<file path="src/design/arc_pkg.sv">
// Shared constants for the converter range and channel-mode control block.
package arc_pkg;

  // Channels per converter group.
  localparam int NCH = 8;

  // Register offsets of the host register port.
  localparam logic [3:0] ADR_STATUS   = 4'h1;
  localparam logic [3:0] ADR_SEQ      = 4'h2;
  localparam logic [3:0] ADR_CHAN     = 4'h3;
  localparam logic [3:0] ADR_RNG_A_LO = 4'h4;
  localparam logic [3:0] ADR_RNG_A_HI = 4'h5;
  localparam logic [3:0] ADR_RNG_B_LO = 4'h6;
  localparam logic [3:0] ADR_RNG_B_HI = 4'h7;
  localparam logic [3:0] ADR_OVR_A1   = 4'h8;
  localparam logic [3:0] ADR_OVR_B1   = 4'h9;
  localparam logic [3:0] ADR_OVR_A2   = 4'hA;
  localparam logic [3:0] ADR_OVR_B2   = 4'hB;

  // Field positions inside the sequencer and channel registers.
  localparam int SEQ_EN  = 0;
  localparam int SEQ_LHI = 3;
  localparam int SEQ_LLO = 1;
  localparam int CHA_HI  = 3;
  localparam int CHA_LO  = 0;
  localparam int CHB_HI  = 7;
  localparam int CHB_LO  = 4;

  // Range codes; the pin codes and the register codes share them.
  localparam logic [1:0] RSEL_SOFT = 2'h0;
  localparam logic [1:0] RNG_2V5   = 2'h1;
  localparam logic [1:0] RNG_5V    = 2'h2;
  localparam logic [1:0] RNG_10V   = 2'h3;

  // Multiplexer codes 8 and 9, just above the eight inputs, are diagnostic channels.
  localparam logic [3:0] CH_DIAG_SUPPLY = 4'h8;
  localparam logic [3:0] CH_DIAG_LDO    = 4'h9;

  // Start-up counter: pins are through the synchroniser at INIT_LOAD.
  localparam logic [1:0] INIT_LOAD = 2'h2;
  localparam logic [1:0] INIT_DONE = 2'h3;

  // Reset values.
  localparam logic [7:0] RST_CHAN = 8'h00;
  localparam logic [3:0] RST_SEQ  = 4'h0;
  localparam logic [7:0] RST_RNG  = 8'hFF;
  localparam logic [7:0] RST_OVR  = 8'h00;

endpackage

</file>
<file path="src/design/arc_sync.sv">
// Two-stage synchroniser for pins that arrive from outside the clock domain.
`timescale 1ns/1ps
module arc_sync #(
  parameter int W = 1
) (
  input  wire logic         sys_clk_in,  // System clock.
  input  wire logic         arst_n_in,   // Asynchronous reset, active low.
  input  wire logic [W-1:0] async_in,    // Raw pin levels.
  output logic      [W-1:0] sync_out     // Levels safe to use.
);

  typedef struct packed {
    logic [W-1:0] meta;
    logic [W-1:0] stable;
  } arc_sync_t;

  arc_sync_t state_ff;
  arc_sync_t nxt_state;

  // The first stage feeds only the second, so metastability stays inside.
  always_comb begin
    nxt_state.meta   = async_in;
    nxt_state.stable = state_ff.meta;
  end

  // Both stages clear to low under reset.
  always_ff @(posedge sys_clk_in or negedge arst_n_in) begin
    if (!arst_n_in) begin
      state_ff <= '0;
    end else begin
      state_ff <= nxt_state;
    end
  end

  assign sync_out = state_ff.stable;

endmodule // arc_sync

</file>
<file path="src/design/arc_seq.sv">
// Channel sequencer that steps a pair index once per conversion.
`timescale 1ns/1ps
module arc_seq (
  input  wire logic       sys_clk_in,  // System clock.
  input  wire logic       arst_n_in,   // Asynchronous reset, active low.
  input  wire logic       enable_in,   // Sequencer running.
  input  wire logic       step_in,     // One-cycle conversion start.
  input  wire logic [2:0] last_in,     // Last index of the list.
  output logic      [2:0] index_out    // Index for the next step.
);

  typedef struct packed {
    logic [2:0] idx;
  } arc_seq_t;

  arc_seq_t state_ff;
  arc_seq_t nxt_state;

  // Disabling parks the list at its head so a restart is predictable.
  always_comb begin
    nxt_state = state_ff;
    if (!enable_in) begin
      nxt_state.idx = '0;
    end else if (step_in) begin
      if (state_ff.idx >= last_in) begin
        nxt_state.idx = '0;
      end else begin
        nxt_state.idx = state_ff.idx + 3'h1;
      end
    end
  end

  // The index register.
  always_ff @(posedge sys_clk_in or negedge arst_n_in) begin
    if (!arst_n_in) begin
      state_ff <= '0;
    end else begin
      state_ff <= nxt_state;
    end
  end

  assign index_out = state_ff.idx;

endmodule // arc_seq

</file>
<file path="src/design/arc_ctrl.sv">
// Range, overrange and channel-pair control for a dual sampling converter.
`timescale 1ns/1ps
module arc_ctrl (
  input  wire logic        sys_clk_in,           // 10 MHz clock.
  input  wire logic        arst_n_in,            // Async reset, active low.
  input  wire logic [1:0]  range_select_pins_in, // Range select pins.
  input  wire logic [2:0]  channel_pair_pins_in, // Channel pair pins.
  input  wire logic        conv_start_pin_in,    // Conversion start pin.
  input  wire logic        reg_wr_in,            // Register write strobe.
  input  wire logic [3:0]  reg_addr_in,          // Register offset.
  input  wire logic [7:0]  reg_wdata_in,         // Register write data.
  output logic             hw_mode_out,          // Pin operation active.
  output logic      [3:0]  mux_a_sel_out,        // Group A mux code.
  output logic      [3:0]  mux_b_sel_out,        // Group B mux code.
  output logic      [15:0] range_a_out,          // Group A range codes.
  output logic      [15:0] range_b_out,          // Group B range codes.
  output logic      [7:0]  overrange_a_out,      // Group A overrange.
  output logic      [7:0]  overrange_b_out,      // Group B overrange.
  output logic      [7:0]  reg_rdata_out         // Register read data.
);

  typedef struct packed {
    logic [1:0]  init;
    logic        conv_prev, hw;
    logic [7:0]  chan;
    logic [3:0]  seq;
    logic [7:0]  rng_a_lo, rng_a_hi, rng_b_lo, rng_b_hi;
    logic [7:0]  ovr_a1, ovr_b1, ovr_a2, ovr_b2;
    logic [3:0]  sel_a, sel_b;
    logic [15:0] out_rng_a, out_rng_b;
    logic [7:0]  out_ovr_a, out_ovr_b, rdata;
  } arc_ctrl_t;

  arc_ctrl_t   state_ff;
  arc_ctrl_t   nxt_state;

  logic [5:0]  pins_sync;
  logic [1:0]  pin_rsel;
  logic [2:0]  pin_ch, seq_last, seq_idx;
  logic        pin_conv, hw_now, conv_rise, init_done, seq_en, seq_step;
  logic [3:0]  pin_pair, seq_pair, chan_a, chan_b;
  logic [15:0] soft_rng_a, soft_rng_b;
  logic [7:0]  ovr_a_and, ovr_b_and;

  // Register code zero is not a range, so it falls back to the widest one.
  function automatic logic [1:0] soft_code(input logic [1:0] code);
    return (code == arc_pkg::RSEL_SOFT) ? arc_pkg::RNG_10V : code;
  endfunction

  // Expands a group's range registers into one code per channel.
  function automatic logic [15:0] soft_ranges(input logic [15:0] regs);
    logic [15:0] res;
    res = '0;
    for (int i = 0; i < arc_pkg::NCH; i++) begin
      res[2*i +: 2] = soft_code(regs[2*i +: 2]);
    end
    return res;
  endfunction

  // A mux code is legal up to the last diagnostic channel.
  function automatic logic chan_ok(input logic [3:0] code);
    return code <= arc_pkg::CH_DIAG_LDO;
  endfunction

  // All pins cross into the clock domain before any logic reads them.
  arc_sync #(.W (6)) u_pin_sync (
    .sys_clk_in (sys_clk_in),
    .arst_n_in  (arst_n_in),
    .async_in   ({conv_start_pin_in, channel_pair_pins_in,
                  range_select_pins_in}),
    .sync_out   (pins_sync)
  );

  assign pin_rsel = pins_sync[1:0];
  assign pin_ch   = pins_sync[4:2];
  assign pin_conv = pins_sync[5];

  // Any non-zero range pin code means pin operation.
  assign hw_now    = pin_rsel != arc_pkg::RSEL_SOFT;
  assign conv_rise = pin_conv & ~state_ff.conv_prev;
  assign init_done = state_ff.init == arc_pkg::INIT_DONE;

  // The sequencer only runs in register operation.
  assign seq_en   = state_ff.seq[arc_pkg::SEQ_EN] & ~hw_now;
  assign seq_last = state_ff.seq[arc_pkg::SEQ_LHI:arc_pkg::SEQ_LLO];
  assign seq_step = seq_en & conv_rise & init_done;

  arc_seq u_seq (
    .sys_clk_in (sys_clk_in),
    .arst_n_in  (arst_n_in),
    .enable_in  (seq_en),
    .step_in    (seq_step),
    .last_in    (seq_last),
    .index_out  (seq_idx)
  );

  // Pin codes reach inputs 0 to 7 only, so no diagnostic code can appear.
  assign pin_pair = {1'b0, pin_ch};
  assign seq_pair = {1'b0, seq_idx};
  assign chan_a   = state_ff.chan[arc_pkg::CHA_HI:arc_pkg::CHA_LO];
  assign chan_b   = state_ff.chan[arc_pkg::CHB_HI:arc_pkg::CHB_LO];

  // Per-channel register ranges and the agreed overrange masks.
  assign soft_rng_a = soft_ranges({state_ff.rng_a_hi, state_ff.rng_a_lo});
  assign soft_rng_b = soft_ranges({state_ff.rng_b_hi, state_ff.rng_b_lo});
  assign ovr_a_and  = state_ff.ovr_a1 & state_ff.ovr_a2;
  assign ovr_b_and  = state_ff.ovr_b1 & state_ff.ovr_b2;

  // Next state of the whole block.
  always_comb begin
    nxt_state           = state_ff;
    nxt_state.conv_prev = pin_conv;
    nxt_state.hw        = hw_now;
    if (!init_done) begin
      nxt_state.init = state_ff.init + 2'h1;
    end

    // Writes are stored in either mode; pin operation just ignores them.
    if (reg_wr_in) begin
      case (reg_addr_in)
        arc_pkg::ADR_SEQ: begin
          nxt_state.seq = reg_wdata_in[arc_pkg::SEQ_LHI:arc_pkg::SEQ_EN];
        end
        arc_pkg::ADR_CHAN: begin
          // A pair with an unknown code is dropped whole, not half applied.
          if (chan_ok(reg_wdata_in[arc_pkg::CHA_HI:arc_pkg::CHA_LO]) &&
              chan_ok(reg_wdata_in[arc_pkg::CHB_HI:arc_pkg::CHB_LO])) begin
            nxt_state.chan = reg_wdata_in;
          end
        end
        arc_pkg::ADR_RNG_A_LO: nxt_state.rng_a_lo = reg_wdata_in;
        arc_pkg::ADR_RNG_A_HI: nxt_state.rng_a_hi = reg_wdata_in;
        arc_pkg::ADR_RNG_B_LO: nxt_state.rng_b_lo = reg_wdata_in;
        arc_pkg::ADR_RNG_B_HI: nxt_state.rng_b_hi = reg_wdata_in;
        arc_pkg::ADR_OVR_A1:   nxt_state.ovr_a1   = reg_wdata_in;
        arc_pkg::ADR_OVR_A2:   nxt_state.ovr_a2   = reg_wdata_in;
        arc_pkg::ADR_OVR_B1:   nxt_state.ovr_b1   = reg_wdata_in;
        arc_pkg::ADR_OVR_B2:   nxt_state.ovr_b2   = reg_wdata_in;
        default: ;
      endcase
    end

    // Pair loads at start-up, then moves at once on each start edge.
    if (state_ff.init == arc_pkg::INIT_LOAD) begin
      if (hw_now) begin
        nxt_state.sel_a = pin_pair;
        nxt_state.sel_b = pin_pair;
      end else begin
        nxt_state.sel_a = chan_a;
        nxt_state.sel_b = chan_b;
      end
    end else if (conv_rise && init_done) begin
      if (hw_now) begin
        nxt_state.sel_a = pin_pair;
        nxt_state.sel_b = pin_pair;
      end else if (seq_en) begin
        nxt_state.sel_a = seq_pair;
        nxt_state.sel_b = seq_pair;
      end else begin
        nxt_state.sel_a = chan_a;
        nxt_state.sel_b = chan_b;
      end
    end else if (hw_now && (state_ff.sel_a >= arc_pkg::CH_DIAG_SUPPLY ||
                            state_ff.sel_b >= arc_pkg::CH_DIAG_SUPPLY)) begin
      // Leaving a diagnostic pair behind when pins take over is not allowed.
      nxt_state.sel_a = pin_pair;
      nxt_state.sel_b = pin_pair;
    end

    // Applied ranges follow the pins one cycle after the synchroniser delay.
    if (hw_now) begin
      nxt_state.out_rng_a = {arc_pkg::NCH{pin_rsel}};
      nxt_state.out_rng_b = {arc_pkg::NCH{pin_rsel}};
      nxt_state.out_ovr_a = '0;
      nxt_state.out_ovr_b = '0;
    end else begin
      nxt_state.out_rng_a = soft_rng_a;
      nxt_state.out_rng_b = soft_rng_b;
      nxt_state.out_ovr_a = ovr_a_and;
      nxt_state.out_ovr_b = ovr_b_and;
    end

    // Read data follows the address one cycle later.
    case (reg_addr_in)
      arc_pkg::ADR_STATUS:   nxt_state.rdata = {2'h0, seq_idx, hw_now,
                                                 pin_rsel};
      arc_pkg::ADR_SEQ:      nxt_state.rdata = {4'h0, state_ff.seq};
      arc_pkg::ADR_CHAN:     nxt_state.rdata = state_ff.chan;
      arc_pkg::ADR_RNG_A_LO: nxt_state.rdata = state_ff.rng_a_lo;
      arc_pkg::ADR_RNG_A_HI: nxt_state.rdata = state_ff.rng_a_hi;
      arc_pkg::ADR_RNG_B_LO: nxt_state.rdata = state_ff.rng_b_lo;
      arc_pkg::ADR_RNG_B_HI: nxt_state.rdata = state_ff.rng_b_hi;
      arc_pkg::ADR_OVR_A1:   nxt_state.rdata = state_ff.ovr_a1;
      arc_pkg::ADR_OVR_B1:   nxt_state.rdata = state_ff.ovr_b1;
      arc_pkg::ADR_OVR_A2:   nxt_state.rdata = state_ff.ovr_a2;
      arc_pkg::ADR_OVR_B2:   nxt_state.rdata = state_ff.ovr_b2;
      default:               nxt_state.rdata = 8'h00;
    endcase
  end

  // All state with its reset values.
  always_ff @(posedge sys_clk_in or negedge arst_n_in) begin
    if (!arst_n_in) begin
      state_ff          <= '0;
      state_ff.chan     <= arc_pkg::RST_CHAN;
      state_ff.seq      <= arc_pkg::RST_SEQ;
      state_ff.rng_a_lo <= arc_pkg::RST_RNG;
      state_ff.rng_a_hi <= arc_pkg::RST_RNG;
      state_ff.rng_b_lo <= arc_pkg::RST_RNG;
      state_ff.rng_b_hi <= arc_pkg::RST_RNG;
      state_ff.ovr_a1   <= arc_pkg::RST_OVR;
      state_ff.ovr_b1   <= arc_pkg::RST_OVR;
      state_ff.ovr_a2   <= arc_pkg::RST_OVR;
      state_ff.ovr_b2   <= arc_pkg::RST_OVR;
    end else begin
      state_ff <= nxt_state;
    end
  end

  // Every output is a field of the state register.
  assign hw_mode_out     = state_ff.hw;
  assign mux_a_sel_out   = state_ff.sel_a;
  assign mux_b_sel_out   = state_ff.sel_b;
  assign range_a_out     = state_ff.out_rng_a;
  assign range_b_out     = state_ff.out_rng_b;
  assign overrange_a_out = state_ff.out_ovr_a;
  assign overrange_b_out = state_ff.out_ovr_b;
  assign reg_rdata_out   = state_ff.rdata;
endmodule // arc_ctrl

</file>
<file path="config.mk">
export PLATFORM = sky130hd
export DESIGN_NAME = arc_ctrl
export DESIGN_NICKNAME = d
export VERILOG_FILES = /design/src/design/arc_pkg.sv /design/src/design/arc_sync.sv /design/src/design/arc_seq.sv /design/src/design/arc_ctrl.sv
export SDC_FILE = /design/constraint.sdc
export NUM_CORES = 1
export LEC_CHECK = 0
export ABC_AREA = 1
export BUFFER_PORTS_ARGS = -buffer_cell sky130_fd_sc_hd__buf_2
export CAP_MARGIN = 15
export CORE_MARGIN = 4
export CORE_UTILIZATION = 36
export CTS_CLUSTER_DIAMETER = 60
export DETAILED_ROUTE_END_ITERATION = 10
export PLACE_DENSITY = 0.6
export SYNTH_ARGS = -nofsm -noshare
export SYNTH_HDL_FRONTEND = slang
export SYNTH_SLANG_ARGS = --single-unit
</file>
<file path="constraint.sdc">
create_clock -name sys_clk_in -period 2 [get_ports sys_clk_in]
set_input_delay 0.3 -clock sys_clk_in [delete_from_list [all_inputs] [get_ports sys_clk_in]]
set_output_delay 0.3 -clock sys_clk_in [all_outputs]
set_load 0.02 [all_outputs]
</file>
==> Word-level counts from Yosys, hierarchy flattened <==
Cells that the tools add are included.
{ "classes": {"n_addsub": 2, "order_cmp": 5, "eq_ne": 14, "n_mux": 27, "bitwise": 8, "n_reduce_logical": 32} }
{ "op_table": {"columns": ["operator", "n"], "rows": [
  ["case mux 8 bit (11 select lines)", 1],
  ["two-way mux 48 bit", 1],
  ["two-way mux 8 bit", 6],
  ["zero test 2 bit", 16],
  ["two-way mux 2 bit", 16],
  ["AND reduction 2 bit", 9],
  ["AND 8 bit", 2],
  ["== test 4 x 3 -> 1 bit (second input constant)", 4],
  ["== test 4 bit (second input constant)", 4],
  ["two-way mux 3 bit", 3],
  ["== test 4 x 2 -> 1 bit (second input constant)", 2],
  ["greater-or-equal comparator 4 bit (second input constant)", 2],
  ["less-or-equal comparator 4 bit (second input constant)", 2],
  ["AND 1 bit", 4],
  ["== test 2 bit (second input constant)", 2],
  ["== test 4 x 1 -> 1 bit (second input constant)", 1],
  ["adder 3 x 1 -> 3 bit (second input constant)", 1],
  ["greater-or-equal comparator 3 bit", 1],
  ["logical AND 1 bit", 3],
  ["AND reduction 3 bit", 1],
  ["nonzero test 3 bit", 1],
  ["adder 2 x 1 -> 2 bit (second input constant)", 1],
  ["inequality test 2 x 1 -> 1 bit (second input constant)", 1],
  ["inverter 1 bit", 2],
  ["other kinds (2)", 2]
]} }
{ "totals": {"register_bits": 159, "output_inout_bits": 65, "word_cells": 111} }

==> Depth between registers and ports, before layout <==
{ "depth": {"word_depth": 7, "mapped_depth": 10, "depth_no_buf": 10} }

==> Cells and area by module <==
A second synthesis with hierarchy kept.
{ "unflattened": {"hier_cells": 879, "area_unflattened_um2": 7629.8} }
{ "by_module_without_submodules": {"columns": ["module", "instances", "cells_each", "area_per_inst_um2", "seq_area_each_um2"], "rows": [
  ["arc_ctrl", 1, 831, 7071.8, 3643.5],
  ["arc_sync", 1, 12, 300.3, 300.3],
  ["arc_seq", 1, 36, 257.7, 75.1]
]} }

==> Worst setup path after synthesis <==
OpenSTA, ideal clock, no wires.
{ "synth_timing": {"kind": "input to register", "from": "input reg_addr_in[3]", "to": "register state_ff, in the netlist reg_rdata_out[0]", "arrival_ns": 1.282, "required_time_ns": 1.887, "path_slack_ns": 0.605, "stages": 10, "path_cell_list": "inv_1 > ha_1 > buf_4 > buf_4 > nand4_1 > nand2_1 > nor2_1 > nand3_1 > nand2_1 > inv_1"} }
{ "synth_lines": {"columns": ["element", "line", "source"], "rows": [
  ["from (decl)", "arc_ctrl.sv:10", "input wire logic [3:0] reg_addr_in,"],
  ["to (signal assigned)", "arc_ctrl.sv:216", "state_ff <= nxt_state;"],
  ["to (decl)", "arc_ctrl.sv:34", "arc_ctrl_t state_ff;"]
]} }

==> Worst setup path after layout <==
{ "layout_timing": {"from": "register state_ff[142] (netlist bit)", "to": "register state_ff, in the netlist mux_a_sel_out[3]"} }
{ "layout_between": {"elab_chain_len": 4} }
{ "layout_lines": {"columns": ["element", "line", "source"], "rows": [
  ["== test 2 bit", "arc_ctrl.sv:81", "assign init_done = state_ff.init == arc_pkg::INIT_DONE;"],
  ["logical AND 1 bit", "arc_ctrl.sv:152", "end else if (conv_rise && init_done) begin"],
  ["two-way mux 8 bit", "arc_ctrl.sv:152", null],
  ["two-way mux 8 bit", "arc_ctrl.sv:144", "if (state_ff.init == arc_pkg::INIT_LOAD) begin"]
]} }
Several ways; a longest one is shown, not always the timed one.
A chain may end at the register's enable or synchronous reset.

==> impl_metrics.py <==
metrics = {
    "drt": {
        "routed_wl_um": 18150,
        "postRouteAntennaNets": 0,
        "drc": 0,
        "viasPerCell": 4.789,
        "drtPass1Iterations": 5,
        "num_vias": 5632,
        "wl_per_cell_um": 15.43,
        "drtIter0Drc": 402,
    },
    "logic_synthesis": {
        "synth-seq-cells": 159,
        "synthFlopType": "dfrtp_1",
        "synthArstFlopShare_pct": 100.0,
        "synth_warnings": 0,
        "synth_area_sq_mm": 0.007478,
        "ys_types": 28,
        "seq_area_frac_synth_pct": 53.74,
        "synth_edf_count": 0,
        "syn_nets": 897,
        "syn_avg_cell_area_sq_um": 8.626,
        "syn_inst": 867,
    },
    "worst_setup_path": {
        "crit_type": "flip-flop to flip-flop",
        "crit_path_start_kind": "flip-flop",
        "worstSetupEndpointType": "flip-flop",
        "slowest_stage": "dfrtp_1",
        "crit_fanout": 8,
        "worst-path-buf-inv": 1,
        "path_delay_family": "simple AND/OR/NAND/NOR gates",
        "worstPathCellList": "ha_1, nand3b_1, nand3_1, inv_1, nand2_1, o21ai_0",
        "cp_slowest_stage_delay_ps": 400,
        "cp.arrival_ps": 2020,
        "worst_ep_required_time_ps": 2340,
    },
    "layout": {
        "layout-drive-gt1-share_pct": 20.20,
        "n_antenna_cell": 0,
        "layout.area.seq_sq_mm": 0.004019,
        "synthToLayoutAreaGrowth_pct": 12.06,
        "final.fill_count": 2036,
        "fin_area_sq_mm": 0.008381,
        "instances_no_fill": 1176,
        "multi_input_area_sq_mm": 0.002540,
        "finalNetCount": 924,
    },
    "floorplanning": {
        "start_util_pct": 36.72,
        "io_pins": 86,
        "die_x_um": 152.1,
        "die_h_um": 152.1,
        "die_area_sq_mm": 0.02314,
        "design.core.area_sq_mm": 0.02036,
        "rows": 52,
    },
    "clocking": {
        "clk_latency_ps": 420,
        "clk_path_buf_depth": 2,
        "cts_tree": "done",
        "htreeDepth": 4,
        "cts_setup_buffers": 0,
        "root_buffer": "clkbuf_16",
        "cts_inserted_buffers": 17,
        "path_clk_slew_ps": 60,
        "clock_sinks": 159,
        "ctsResizeCount": 0,
    },
    "sta": {
        "finClkSkew_ps": 9.531,
        "drv_slew": 0,
        "finalCritPeriodShare_pct": 84.08,
        "max_slew_margin_pct": 60.17,
        "hold_violations": 0,
        "grt_setup_unrepaired": "no",
        "worst_pin_slew_ps": 596.8,
        "tns_ps": 0,
        "fin_ws_ps": 318.3,
        "setup_viol": 0,
        "clock.fmax_mhz": 594.7,
        "min_period_ps": 1682,
    },
    "grt": {
        "grt_util_all_layers_pct": 16.04,
        "grt_first_pass_wirelength_um": 29580,
        "antenna_found_initial": 0,
        "grt-ovfl-total": 0,
        "grt_max_degree": 51,
        "grt_pass1_vias": 5384,
    },
    "pwr": {
        "totalPowerFinal_mw": 8.577,
        "p_per_area_mw_per_mm2": 1023,
        "ir_drop_uv": 573.3,
        "p_leak_nw": 4.085,
    },
    "placed_design": {
        "io_buffers": 85,
        "gp_congestion": 0.8812,
        "dp_hpwl_um": 12800,
        "place_area_sq_mm": 0.007734,
        "place_ws_ps": 180.8,
        "dpl.cell_count": 1138,
    },
    "worst_hold_path": {
        "hp-class": "flip-flop to flip-flop",
    },
    "outcome": {
        "status": "finished clean",
    },
    "run": {
        "drv_cap": 0,
    },
}
## layout make-up
| type | instances | share of cell area, % |
|---|---|---|
| Inverter | 64 | 2.867 |
| Timing Repair Buffer | 109 | 7.958 |
| Tap cell | 270 | 4.031 |
| Clock inverter | 11 | 1.553 |
| Sequential cell | 159 | 47.95 |
| Multi-Input combinational cell | 543 | 30.31 |
| Clock buffer | 20 | 5.330 |
## report_power, final
group	internal [mW]	switching, mW
sequential	3.76	0.385
combinational	0.433	0.804
clock	1.88	1.32
## layout by cell type, fill, tap and decap left out
cell,count
clkinv_2,1
nand2_2,3
inv_6,4
o21ai_1,64
o21ai_0,35
nand4_4,1
inv_1,58
nand3_2,5
nand3_1,58
dlygate4sd3_1,7
nor2_4,3
buf_4,14
nor2_8,1
nor2_1,49
ha_1,9
xnor2_1,1
o211ai_1,1
bufinv_16,2
buf_2,84
a21oi_1,10
clkbuf_1,2
buf_6,1
nor3_1,1
o22ai_1,2
nand2_1,259
nand3b_1,1
nor2_2,1
clkbuf_16,17
inv_2,6
dfrtp_1,127
clkbuf_8,1
clkinvlp_4,4
dfstp_2,32
nand4_1,39
buf_12,3
## cell families (layout without fill, tap and decap cells)
group	Yosys count	after routing	share of synthesized area, %
AND/OR/NAND/NOR	421	421	24.78
buffers and inverters	165	204	12.30
flip-flops	159	159	53.74
AO/OA/AOI/OAI	112	112	7.562
adder cells (fa/ha/maj)	9	9	1.506
XOR/XNOR	1	1	0.1171
## stage by stage
step / util (%) / hold WS, ps
floorplan: - / 4.409
CTS: 41.15 / 349.3
finish: 41.15 / 346.5
global route: 41.15 / 351.1
global placement: 37.98 / 281.7
detailed placement: 37.98 / 277.2
## registers in the layout, indices dropped and copies added, names as in the netlist, 4 cells and up
name,count
u_pin_sync.sync_out,6
overrange_a_out,8
chan_a,4
state_ff,68
overrange_b_out,8
u_pin_sync.nxt_state,6
range_b_out,16
mux_a_sel_out,4
reg_rdata_out,8
range_a_out,16
mux_b_sel_out,4
chan_b,4
## per-layer routing
| metal | share of wire [%] | GRT usage, % | up-vias | wire length (um) |
|---|---|---|---|---|
| li1 | - | - | 2809 | - |
| met1 | 47 | 22.28 | 2628 | 8501 |
| met2 | 47 | 25.30 | 174 | 8455 |
| met3 | 5.0 | 3.465 | 21 | 900 |
| met4 | 1.6 | 4.966 | 0 | 287 |
| met5 | 0 | 0 | - | 0 |
## worst paths after layout
check	endpoint	from	cells after the start	slack (ps)
min in group asynchronous	range_b_out[3]	arst_n_in	2	390
worst min-delay path	u_pin_sync.sync_out[0]	u_pin_sync.nxt_state[0]	0	350
worst min register to register	u_pin_sync.sync_out[0]	u_pin_sync.nxt_state[0]	0	350
max in group asynchronous	state_ff[117]	arst_n_in	3	950
worst max-delay path	mux_a_sel_out[3]	state_ff[142]	6	320
worst max register to register	mux_a_sel_out[3]	state_ff[142]	6	320
## cell usage after synthesis, types with 5 or more instances
master | instances | area, sq um
a21oi_1 | 10 | 50.05
buf_2 | 18 | 90.09
buf_4 | 70 | 525.5
o21ai_1 | 64 | 320.3
nand3_2 | 5 | 50.05
dfrtp_1 | 127 | 3178
nor2_1 | 49 | 183.9
clkbuf_1 | 6 | 22.52
nand3_1 | 58 | 290.3
ha_1 | 9 | 112.6
o21ai_0 | 35 | 175.2
nand2_1 | 259 | 972.2
buf_1 | 5 | 18.77
nand4_1 | 39 | 244.0
dfstp_2 | 32 | 840.8
inv_2 | 6 | 22.52
inv_1 | 58 | 217.7
## what timing repair did
item,in CTS,in global routing
hold endpoints to repair,44,0
endpoints found under the setup margin,0,0
hold buffers,7,0
No activity file was read; power rests on OpenSTA's default activity.
